`config.mk`:
```
export PLATFORM = sky130hd
export DESIGN_NAME = pfds_pin_mux
export DESIGN_NICKNAME = d
export VERILOG_FILES = /design/src/rtl/pfds_pkg.sv /design/src/rtl/pfds_pin_mux.sv
export SDC_FILE = /design/constraint.sdc
export NUM_CORES = 1
export LEC_CHECK = 0
export BUFFER_PORTS_ARGS = -buffer_cell sky130_fd_sc_hd__buf_2
export CAP_MARGIN = 25
export CORE_MARGIN = 8
export CORE_UTILIZATION = 56
export CTS_CLUSTER_DIAMETER = 60
export DETAILED_ROUTE_END_ITERATION = 6
export PLACE_DENSITY = 0.86
export SLEW_MARGIN = 25
export SYNTH_ARGS = -nofsm -noshare
export SYNTH_HDL_FRONTEND = slang
export SYNTH_SLANG_ARGS = --single-unit
```
`constraint.sdc`:
```
create_clock -name ref_clk -period 4.28 [get_ports ref_clk]
set_input_delay 0.428 -clock ref_clk [delete_from_list [all_inputs] [get_ports ref_clk]]
set_output_delay 0.428 -clock ref_clk [all_outputs]
set_load 0.005 [all_outputs]
```
`src/rtl/pfds_pkg.sv`:
```
// package: register map, field layout, reset values and bus widths of the pin function block
package pfds_pkg;
    localparam int ADDR_W = 8;
    localparam int DATA_W = 32;
    localparam int NUM_REGS = 16;
    // register indices; byte address is four times the index
    localparam logic [3:0] IDX_DRIVE_LEVEL_CTRL_2     = 4'h0;
    localparam logic [3:0] IDX_DRIVE_LEVEL_CTRL_3     = 4'h1;
    localparam logic [3:0] IDX_PORTA_FUNC_SELECT_LOW  = 4'h2;
    localparam logic [3:0] IDX_PORTA_FUNC_SELECT_HIGH = 4'h3;
    localparam logic [3:0] IDX_PORTB_FUNC_SELECT      = 4'h4;
    localparam logic [3:0] IDX_PORTC_FUNC_SELECT_LOW  = 4'h5;
    localparam logic [3:0] IDX_PORTC_FUNC_SELECT_HIGH = 4'h6;
    localparam logic [3:0] IDX_PORTD_FUNC_SELECT_LOW  = 4'h7;
    localparam logic [3:0] IDX_PORTD_FUNC_SELECT_HIGH = 4'h8;
    localparam logic [3:0] IDX_PORTE_FUNC_SELECT_LOW  = 4'h9;
    localparam logic [3:0] IDX_PORTE_FUNC_SELECT_HIGH = 4'hA;
    localparam logic [3:0] IDX_PORTF_FUNC_SELECT_LOW  = 4'hB;
    localparam logic [3:0] IDX_PORTF_FUNC_SELECT_HIGH = 4'hC;
    localparam logic [3:0] IDX_PORTG_FUNC_SELECT      = 4'hD;
    localparam logic [3:0] IDX_INPUT_SOURCE_SELECT_0  = 4'hE;
    localparam logic [3:0] IDX_INPUT_SOURCE_SELECT_1  = 4'hF;
    // writable bits of each register, index 15 down to 0; the rest read as zero
    localparam logic [NUM_REGS-1:0][7:0] WR_MASK = {
        8'h74, 8'hC9, 8'h3F, 8'hFF, 8'hFF, 8'hFC, 8'h3F, 8'hFF,
        8'hFF, 8'h0F, 8'hFF, 8'hFF, 8'hFF, 8'hFF, 8'h03, 8'hFF};
    localparam logic [7:0] REG_RESET = 8'h00;
    // drive-level field positions
    localparam int DRV_PF_HI_LSB = 6;
    localparam int DRV_PF_LO_LSB = 4;
    localparam int DRV_PE_HI_LSB = 2;
    localparam int DRV_PE_LO_LSB = 0;
    localparam int DRV_PG_LSB    = 0;
    // port A low selection field positions
    localparam int SEL_PA3_LSB = 6;
    localparam int SEL_PA2_LSB = 4;
    localparam int SEL_PA1_LSB = 2;
    localparam int SEL_PA0_LSB = 0;
    // function codes
    localparam logic [1:0] CODE_0 = 2'h0;
    localparam logic [1:0] CODE_1 = 2'h1;
    localparam logic [1:0] CODE_2 = 2'h2;
    localparam logic [1:0] CODE_3 = 2'h3;
    localparam logic [1:0] DRIVE_OFF = 2'h0;
    localparam int OTHER_SEL_W = 88;
endpackage

```
`src/rtl/pfds_pin_mux.sv`:
```
// pin function multiplexer and drive-level selection with an Avalon-MM register slave
// Behaviour
// - drive register 2 bits 7:6 set port F 7..4
// - drive register 2 bits 5:4 set port F 3..0
// - drive register 2 bits 3:2 set port E 7..4
// - drive register 2 bits 1:0 set port E 3..0
// - drive register 3 bits 1:0 set port G 2..0
// - drive register 3 upper bits read zero
// - port A pin 3 four-way output function select
// - port A pin 2: io/timer clock or crystal
// - port A pin 1: io, lcd, detector, inverted timer
// - port A pin 0: io/capture, timer output, crystal
// - shared digital inputs need pin set input
// - two input source select registers exist
// - per-port two-bit output function select registers
// - drive level only acts on push-pull outputs
// - direction one means input, zero push-pull output
//
// Chosen here: the Avalon-MM register port and the address map.
`timescale 1ns/100ps
module pfds_pin_mux (
    input  wire logic                             ref_clk,
    input  wire logic                             sys_rst,
    input  wire logic [pfds_pkg::ADDR_W-1:0]      address,
    input  wire logic                             read,
    input  wire logic                             write,
    input  wire logic [pfds_pkg::DATA_W-1:0]      writedata,
    output logic      [pfds_pkg::DATA_W-1:0]      readdata,
    output logic                                  waitrequest,
    input  wire logic [3:0]                       portADir,
    input  wire logic [3:0]                       portAOutData,
    input  wire logic [3:0]                       portAPinIn,
    input  wire logic [7:0]                       portEDir,
    input  wire logic [7:0]                       portFDir,
    input  wire logic [2:0]                       portGDir,
    input  wire logic                             timer1Output,
    input  wire logic                             serialDataOut,
    input  wire logic                             oscOutPin,
    input  wire logic                             timer0InvertedOutput,
    input  wire logic                             timer0Output,
    output logic      [3:0]                       portAPadOut,
    output logic      [3:0]                       portAPadOe,
    output logic                                  timer1CaptureInput,
    output logic                                  timer0ClockInput,
    output logic                                  extInterruptInput,
    output logic                                  stdTimerClockInput,
    output logic                                  timer0CaptureInput,
    output logic                                  crystalPinAEn,
    output logic                                  crystalPinBEn,
    output logic                                  lcdSegmentEn,
    output logic                                  lowVoltageDetectEn,
    output logic      [15:0]                      portEDrive,
    output logic      [15:0]                      portFDrive,
    output logic      [5:0]                       portGDrive,
    output logic      [7:0]                       inputSourceSel0,
    output logic      [7:0]                       inputSourceSel1,
    output logic      [pfds_pkg::OTHER_SEL_W-1:0] otherFuncSel
);
    import pfds_pkg::*;

    typedef struct packed {
        logic [NUM_REGS-1:0][7:0] regs;
        logic                     waitReq;
        logic [DATA_W-1:0]        rdData;
        logic [3:0]               padOut;
        logic [3:0]               padOe;
        logic                     t1Cap;
        logic                     t0Clk;
        logic                     extInt;
        logic                     stdClk;
        logic                     t0Cap;
        logic                     xtalA;
        logic                     xtalB;
        logic                     lcdSeg;
        logic                     lvd;
        logic [15:0]              drvE;
        logic [15:0]              drvF;
        logic [5:0]               drvG;
    } pfds_state_t;

    pfds_state_t stateQ;
    pfds_state_t stateD;
    logic [3:0]  regIdx;
    logic        mapped;
    logic [1:0]  selA3;
    logic [1:0]  selA2;
    logic [1:0]  selA1;
    logic [1:0]  selA0;
    logic [7:0]  drv2;
    logic [7:0]  drv3;

    assign regIdx = address[5:2];
    assign mapped = (address[ADDR_W-1:6] == 2'h0);

    // next state: bus slave first, then routing from the new register values so that
    // the pins follow a write in the same edge that stores it
    always_comb begin
        stateD = stateQ;
        stateD.waitReq = 1'b1;
        // first cycle of a request: drop waitrequest and present read data
        if ((read || write) && stateQ.waitReq) begin
            stateD.waitReq = 1'b0;
            stateD.rdData = {24'h000000, (mapped ? stateQ.regs[regIdx] : 8'h00)};
        end
        // write lands on the edge where the master sees waitrequest low
        if (write && !stateQ.waitReq && mapped) begin
            stateD.regs[regIdx] = writedata[7:0] & WR_MASK[regIdx];
        end
        selA3 = stateD.regs[IDX_PORTA_FUNC_SELECT_LOW][SEL_PA3_LSB +: 2];
        selA2 = stateD.regs[IDX_PORTA_FUNC_SELECT_LOW][SEL_PA2_LSB +: 2];
        selA1 = stateD.regs[IDX_PORTA_FUNC_SELECT_LOW][SEL_PA1_LSB +: 2];
        selA0 = stateD.regs[IDX_PORTA_FUNC_SELECT_LOW][SEL_PA0_LSB +: 2];
        drv2 = stateD.regs[IDX_DRIVE_LEVEL_CTRL_2];
        drv3 = stateD.regs[IDX_DRIVE_LEVEL_CTRL_3];
        // default: plain gpio, direction bit one is input, zero is output
        for (int i = 0; i < 4; i++) begin
            stateD.padOe[i] = ~portADir[i];
            stateD.padOut[i] = portAOutData[i] & ~portADir[i];
        end
        stateD.t1Cap = 1'b0;
        stateD.t0Clk = 1'b0;
        stateD.extInt = 1'b0;
        stateD.stdClk = 1'b0;
        stateD.t0Cap = 1'b0;
        stateD.xtalA = 1'b0;
        stateD.xtalB = 1'b0;
        stateD.lcdSeg = 1'b0;
        stateD.lvd = 1'b0;
        // pin 3; shared inputs only see the pin while it is an input
        case (selA3)
            CODE_0: stateD.t1Cap = portAPinIn[3] & portADir[3];
            CODE_1: begin
                stateD.padOe[3] = 1'b1;
                stateD.padOut[3] = timer1Output;
            end
            CODE_2: begin
                stateD.padOe[3] = 1'b1;
                stateD.padOut[3] = serialDataOut;
            end
            default: begin
                stateD.padOe[3] = 1'b1;
                stateD.padOut[3] = oscOutPin;
            end
        endcase
        // pin 2; crystal is analog so the digital driver is released
        if (selA2 == CODE_3) begin
            stateD.padOe[2] = 1'b0;
            stateD.padOut[2] = 1'b0;
            stateD.xtalB = 1'b1;
        end else begin
            stateD.t0Clk = portAPinIn[2] & portADir[2];
        end
        // pin 1
        case (selA1)
            CODE_0: begin
                stateD.extInt = portAPinIn[1] & portADir[1];
                stateD.stdClk = portAPinIn[1] & portADir[1];
            end
            CODE_1: begin
                stateD.padOe[1] = 1'b0;
                stateD.padOut[1] = 1'b0;
                stateD.lcdSeg = 1'b1;
            end
            CODE_2: begin
                stateD.padOe[1] = 1'b0;
                stateD.padOut[1] = 1'b0;
                stateD.lvd = 1'b1;
            end
            default: begin
                stateD.padOe[1] = 1'b1;
                stateD.padOut[1] = timer0InvertedOutput;
            end
        endcase
        // pin 0
        case (selA0)
            CODE_0,
            CODE_1: stateD.t0Cap = portAPinIn[0] & portADir[0];
            CODE_2: begin
                stateD.padOe[0] = 1'b1;
                stateD.padOut[0] = timer0Output;
            end
            default: begin
                stateD.padOe[0] = 1'b0;
                stateD.padOut[0] = 1'b0;
                stateD.xtalA = 1'b1;
            end
        endcase
        // drive levels per pin, forced off unless the pin is a push-pull output
        for (int i = 0; i < 8; i++) begin
            stateD.drvF[2*i +: 2] = portFDir[i] ? DRIVE_OFF :
                (i >= 4 ? drv2[DRV_PF_HI_LSB +: 2] : drv2[DRV_PF_LO_LSB +: 2]);
            stateD.drvE[2*i +: 2] = portEDir[i] ? DRIVE_OFF :
                (i >= 4 ? drv2[DRV_PE_HI_LSB +: 2] : drv2[DRV_PE_LO_LSB +: 2]);
        end
        for (int i = 0; i < 3; i++) begin
            stateD.drvG[2*i +: 2] = portGDir[i] ? DRIVE_OFF : drv3[DRV_PG_LSB +: 2];
        end
    end

    // single state register; reset clears every register to zero and holds waitrequest high
    always_ff @(posedge ref_clk) begin
        if (sys_rst) begin
            stateQ <= '0;
            stateQ.regs <= {NUM_REGS{REG_RESET}};
            stateQ.waitReq <= 1'b1;
        end else begin
            stateQ <= stateD;
        end
    end

    // outputs are the flops themselves
    assign readdata = stateQ.rdData;
    assign waitrequest = stateQ.waitReq;
    assign portAPadOut = stateQ.padOut;
    assign portAPadOe = stateQ.padOe;
    assign timer1CaptureInput = stateQ.t1Cap;
    assign timer0ClockInput = stateQ.t0Clk;
    assign extInterruptInput = stateQ.extInt;
    assign stdTimerClockInput = stateQ.stdClk;
    assign timer0CaptureInput = stateQ.t0Cap;
    assign crystalPinAEn = stateQ.xtalA;
    assign crystalPinBEn = stateQ.xtalB;
    assign lcdSegmentEn = stateQ.lcdSeg;
    assign lowVoltageDetectEn = stateQ.lvd;
    assign portEDrive = stateQ.drvE;
    assign portFDrive = stateQ.drvF;
    assign portGDrive = stateQ.drvG;
    // input source selects and other ports' codes go to the peripheral and pad rings
    assign inputSourceSel0 = stateQ.regs[IDX_INPUT_SOURCE_SELECT_0];
    assign inputSourceSel1 = stateQ.regs[IDX_INPUT_SOURCE_SELECT_1];
    assign otherFuncSel = stateQ.regs[IDX_PORTG_FUNC_SELECT:IDX_PORTA_FUNC_SELECT_HIGH];
endmodule

```
Yosys cells after proc, flatten, opt, wreduce, memory -nomap -nowiden

Memory sizes are Yosys's and may differ from the RTL's.
Cells that the tools add are included.

$lt $le $gt $ge: 2
Equal/unequal tests: 7
Muxes and demuxes: 19
Bitwise gates (word level): 16
Reductions and logical operators: 36

Operators with widths:

| operator                                                          | number |
|---|---|
| bitwise mux 128 bit                                               | 1 |
| OR reduction 2 bit                                                | 25 |
| 2-to-1 mux 33 bit                                                 | 1 |
| binary-select mux 8 bit (select 4 bit)                            | 1 |
| demux 8 bit (select 4 bit)                                        | 1 |
| 2-to-1 mux 8 bit                                                  | 4 |
| 2-to-1 mux 24 bit                                                 | 1 |
| AND 1 bit                                                         | 8 |
| AND 8 bit                                                         | 1 |
| equality test 2 bit, second input constant                        | 4 |
| zero test 2 bit                                                   | 4 |
| one-hot mux 1 bit (2 select lines)                                | 4 |
| NOT 1 bit                                                         | 7 |
| equality test 2 x 1 -> 1 bit, second input constant               | 3 |
| < comparator 4 x 5 -> 1 bit, second input constant                | 1 |
| 2-to-1 mux 1 bit                                                  | 5 |
| greater-or-equal comparator 4 x 1 -> 1 bit, second input constant | 1 |
| logical AND 1 bit                                                 | 4 |
| one-hot mux 1 bit (3 select lines)                                | 1 |
| OR reduction 3 bit                                                | 1 |
| zero test 1 bit                                                   | 1 |
| logical OR 1 bit                                                  | 1 |

Bits in registers: 191
ROM bits: 128
Word-level logic and storage cells: 131
Memories kept: 1

Memory list:

| memory          | words | bits a word | rd ports | clocked after Yosys merged registers in | wr ports | RTL line            | RTL |
|---|---|---|---|---|---|---|---|
| (no name shown) | 16    | 8           | 1        | 0                                       | 0        | pfds_pin_mux.sv:107 | `stateD.regs[regIdx] = writedata[7:0] & WR_MASK[regIdx];` |

Logic depth before layout (Yosys ltp)

Word-level depth: 10
Mapped depth: 8
Mapped depth without buffers: 5

Worst setup path after synthesis

No wires, ideal clock.

Path type: input to register
Start point: input port address[3] (netlist name)
End point: register stateQ (netlist bit readdata[0])
Library setup time: 0.120 ns
Arrival time: 1.726 ns
Required time: 4.160 ns
Slack: 2.434 ns
Stages: 7
Path buffers: 3
Path through: buf_4 > buf_6 > buf_2 > mux4_2 > mux2_2 > a22oi_1 > nand2_1

Cells in the longest elaborated chain, start to end: 3

Ends and longest elaborated chain:

| item                                   | RTL line            | RTL |
|---|---|---|
| from (decl)                            | pfds_pin_mux.sv:24  | `input wire logic [pfds_pkg::ADDR_W-1:0] address,` |
| binary-select mux 8 bit (select 4 bit) | pfds_pin_mux.sv:103 | `stateD.rdData = {24'h000000, (mapped ? stateQ.regs[regIdx] : 8'h00)};` |
| 2-to-1 mux 8 bit (implied by the code) | pfds_pin_mux.sv:103 |  |
| 2-to-1 mux 8 bit                       | pfds_pin_mux.sv:103 |  |
| to (signal assigned)                   | pfds_pin_mux.sv:207 | `stateQ <= stateD;` |
| to (decl)                              | pfds_pin_mux.sv:81  | `pfds_state_t stateQ;` |

Every way passes these cells. The select of a mux whose other input is x is not followed.
A chain may end at the register's enable or synchronous reset.

Final worst setup path

Start point: register stateQ (netlist bit waitrequest)
End point: register stateQ (netlist bit portAPadOut[3])

Cells in the longest elaborated chain, start to end: 6
Elaborated cells between the ends (all ways): 8
Those cells by class: 2 x eq/ne; 2 x mux; 4 x reduce/logical

Ends and longest elaborated chain:

| item                                              | RTL line            | RTL |
|---|---|---|
| zero test 1 bit *                                 | pfds_pin_mux.sv:106 | `if (write && !stateQ.waitReq && mapped) begin` |
| logical AND 1 bit * (2 in series)                 | pfds_pin_mux.sv:106 |  |
| 2-to-1 mux 24 bit *                               | pfds_pin_mux.sv:106 |  |
| equality test 2 bit, or another cell as far along | pfds_pin_mux.sv:130 | `case (selA3)` |
| one-hot mux 1 bit (3 select lines) *              | pfds_pin_mux.sv:130 |  |

Every way passes the cells marked *; elsewhere a longest branch is shown, timed or not.

==> results.py <==
metrics = {
    "global_routing": {
        "grt_first_pass_wirelength_mm": 35.1,
        "grt_pass1_vias": 6384,
        "antenna_found_initial": 0,
        "grt_max_degree": 102,
        "grt.busiest_layer": "met2",
        "grt_use_met1_pct": 27.4,
        "gr-total-overflow": 0,
        "use_met3_pct": 5.34,
        "met2_usage_pct": 36.9,
        "grt_usage_pct": 22.3,
    },
    "critical_path": {
        "cp-end-kind": "flop",
        "crit_fanout": 21,
        "required_ps": 4600,
        "criticalPathCategory": "flop to flop",
        "r2r-start": "waitrequest",
        "startpoint": "waitrequest",
        "rr_endpoint": "portAPadOut[3]",
        "cp.arrival_ps": 2800,
        "r2r_slack_ps": 1800,
        "start_kind": "flop",
        "r2r_cells": 6,
    },
    "place": {
        "io_buffers": 221,
        "post-dp-hpwl_mm": 16.9,
        "place_congestion": 0.864,
    },
    "synthesis": {
        "yosysMostFrequentCell": "buf_4",
        "ys_seq_area_share_pct": 42.5,
        "synth_warnings": 0,
        "netlist_area_um2": 8990,
        "async_flop_share_pct": 0,
        "yosysTopAreaCell": "dfxtp_1",
        "yosysUniqueCellTypes": 61,
        "syn_inst": 954,
        "synth.avg_cell_area_um2": 9.43,
        "ys.flop_type": "dfxtp_1",
        "ys_ff_latch": 191,
        "synth_top_area_share_pct": 42.5,
        "synth_common_cells": "194 x buf_4, 191 x dfxtp_1, 184 x nor2_1",
        "synthTopCellsByArea": "dfxtp_1 43%, buf_4 16%, nor2_1 7.7%",
        "synth_edf_count": 0,
    },
    "routing": {
        "vias": 6537,
        "wl_mm": 23.3,
        "drtIter0Drc": 493,
        "vias_per_cell": 5.37,
        "wl_per_cell_um": 19.1,
        "drc": 0,
        "drtPass1Iterations": 7,
        "ant_nets": 0,
    },
    "flow_run": {
        "cap_violations": 0,
    },
    "finish": {
        "fin_nets": 1069,
        "regArea_um2": 3820,
        "area_growth_syn_to_layout_pct": 4.97,
        "multi_input_area_um2": 3530,
        "num_antenna_cells": 0,
        "drive_above_1_share_pct": 32.5,
        "num-fill-cells": 1331,
    },
    "die": {
        "dieHeight_um": 143,
        "rows": 46,
        "fp.dieW_um": 143,
        "initial_core_util_pct": 57.0,
        "die_area_um2": 20400,
        "pin_count": 272,
        "coreArea_um2": 15800,
    },
    "timing": {
        "period_minus_slack_ps": 2480,
        "setup_viol": 0,
        "rsz0062_at_grt": "false",
        "clock.fmax_mhz": 403,
        "worst_pin_slew_ps": 1010,
        "finalCritPeriodShare_pct": 58.0,
        "setup-tns-final_ps": 0,
        "finalHoldViolations": 0,
        "drv_slew": 0,
        "worst_hold_slack_ps": 161,
        "skew_ps": 7.09,
        "slew_headroom_pct": 32.9,
    },
    "power": {
        "switchingPower_uw": 834,
        "p_leak_uw": 0.00449,
        "power_uw": 3590,
        "p_int_uw": 2760,
        "irDropWorstVdd_v": 0.000294,
        "clkPwrFrac_pct": 45.0,
        "combPwrFrac_pct": 5.3,
        "switching_share_pct": 23.2,
        "seq_power_share_pct": 49.7,
        "powerDensity_nw_per_um2": 380,
    },
    "cts": {
        "clk-insertion-delay-late_ps": 430,
        "clk_pin_slew_ps": 70,
        "numCtsBuffers": 17,
        "clock-sinks": 191,
        "cts_resized": 0,
        "cts_tree": "yes",
        "cts_root_buf": "clkbuf_16",
        "clk_path_buf_depth": 2,
        "h-tree-depth": 4,
        "cts_hold_buf": 0,
        "cts_setup_buffers": 0,
    },
    "worst_hold_path": {
        "worstHoldStart": "portFDir[6]",
        "hp-class": "input port to flop",
        "whs_path_depth": 2,
        "min_to": "portFDrive[13]",
    },
    "outcome": {
        "status": "finished clean",
    },
}
[worst max-delay path by stage]
stage	endpoint	cells past startpoint
finish	portAPadOut[3]	6
CTS	portAPadOut[3]	6
global route	portAPadOut[3]	6
floorplan	readdata[0]	7
global placement	portAPadOut[3]	6
detailed placement	portAPadOut[3]	6
[layout make-up]
| type | instances | area share [%] |
|---|---|---|
| multi-input combinational | 538 | 37.4 |
| timing repair buffer | 229 | 12.4 |
| sequential | 191 | 40.5 |
| tap | 216 | 2.86 |
| inverter | 12 | 0.477 |
| clock buffer | 20 | 4.94 |
| clock inverter | 12 | 1.40 |
[cells in the final DEF (no fill, tap or decap), types with 3 or more instances in the layout]
| cell | n |
|---|---|
| a21o_1 | 4 |
| a21oi_1 | 74 |
| a22oi_1 | 9 |
| and2_1 | 23 |
| and3_1 | 4 |
| and3b_1 | 4 |
| buf_2 | 220 |
| buf_4 | 9 |
| clkbuf_16 | 17 |
| clkbuf_8 | 3 |
| clkinv_2 | 3 |
| clkinvlp_4 | 3 |
| conb_1 | 24 |
| dfxtp_1 | 191 |
| inv_1 | 12 |
| inv_6 | 3 |
| mux2_2 | 8 |
| mux2i_1 | 17 |
| mux4_1 | 4 |
| mux4_2 | 28 |
| nand2_1 | 24 |
| nand2b_1 | 4 |
| nand3_1 | 12 |
| nand3_2 | 5 |
| nand3b_1 | 11 |
| nand4_1 | 6 |
| nand4_2 | 3 |
| nor2_1 | 184 |
| nor2_2 | 3 |
| nor2b_1 | 6 |
| nor3_1 | 11 |
| nor3b_1 | 7 |
| o21a_1 | 3 |
| o21ai_0 | 15 |
| o21ai_1 | 3 |
| or2_2 | 6 |
[stage by stage]
step	setup WS [ps]	std cells	instance area [um^2]	utilization (%)
6_report	1800	1218	9440	59.9
5_1_grt	1650	1218	9440	59.9
4_1_cts	1810	1218	9440	59.9
3_5_place_dp	1370	1186	8840	56.1
3_3_place_gp	1390	1186	8840	56.1
2_1_floorplan	2430	977	9080	-
[cells by family (layout without fill, tap and decap cells)]
family / count (synthesis) / count (layout) / share of synthesized area (%)
other: 1 / 24 / 0.0417
xor gates and xnor gates: 1 / 1 / 0.0974
muxes: 62 / 62 / 12.0
and+or+nand+nor: 327 / 327 / 18.0
buffers and inverters: 248 / 273 / 19.2
AOI/OAI and AO/OA: 124 / 124 / 8.18
DFF: 191 / 191 / 42.5
[registers in the layout, indices dropped and copies added, names as in the netlist, 4 cells and up]
signal	count
portEDrive	16
readdata	8
inputSourceSel1	8
inputSourceSel0	8
portAPadOe	4
stateQ	24
portFDrive	16
portAPadOut	4
otherFuncSel	88
portGDrive	6
[layer usage]
layer	up-vias	wire [um]
met1	3139	9490
met2	294	11100
met5	-	0
met4	0	646
met3	39	1980
li1	3065	-
[power groups by stage]
| stage | clock network, uW | registers, uW | logic [uW] |
|---|---|---|---|
| final | 1610 | 1790 | 190 |
| after global routing | 1700 | 1790 | 205 |
| after CTS | 1630 | 1790 | 189 |
| after detailed placement | 0 | 1830 | 187 |
| after global placement | 0 | 1830 | 184 |
| after floorplan | 0 | 1830 | 143 |
[worst max-delay path, cell delays in order (launching register included)]
cell,delay [ps]
dfxtp_1,340
nor4b_4,280
buf_4,310
nand3_2,410
mux2i_2,510
mux2_1,380
o2bb2ai_1,120
Power figures use the tool's default switching activity.
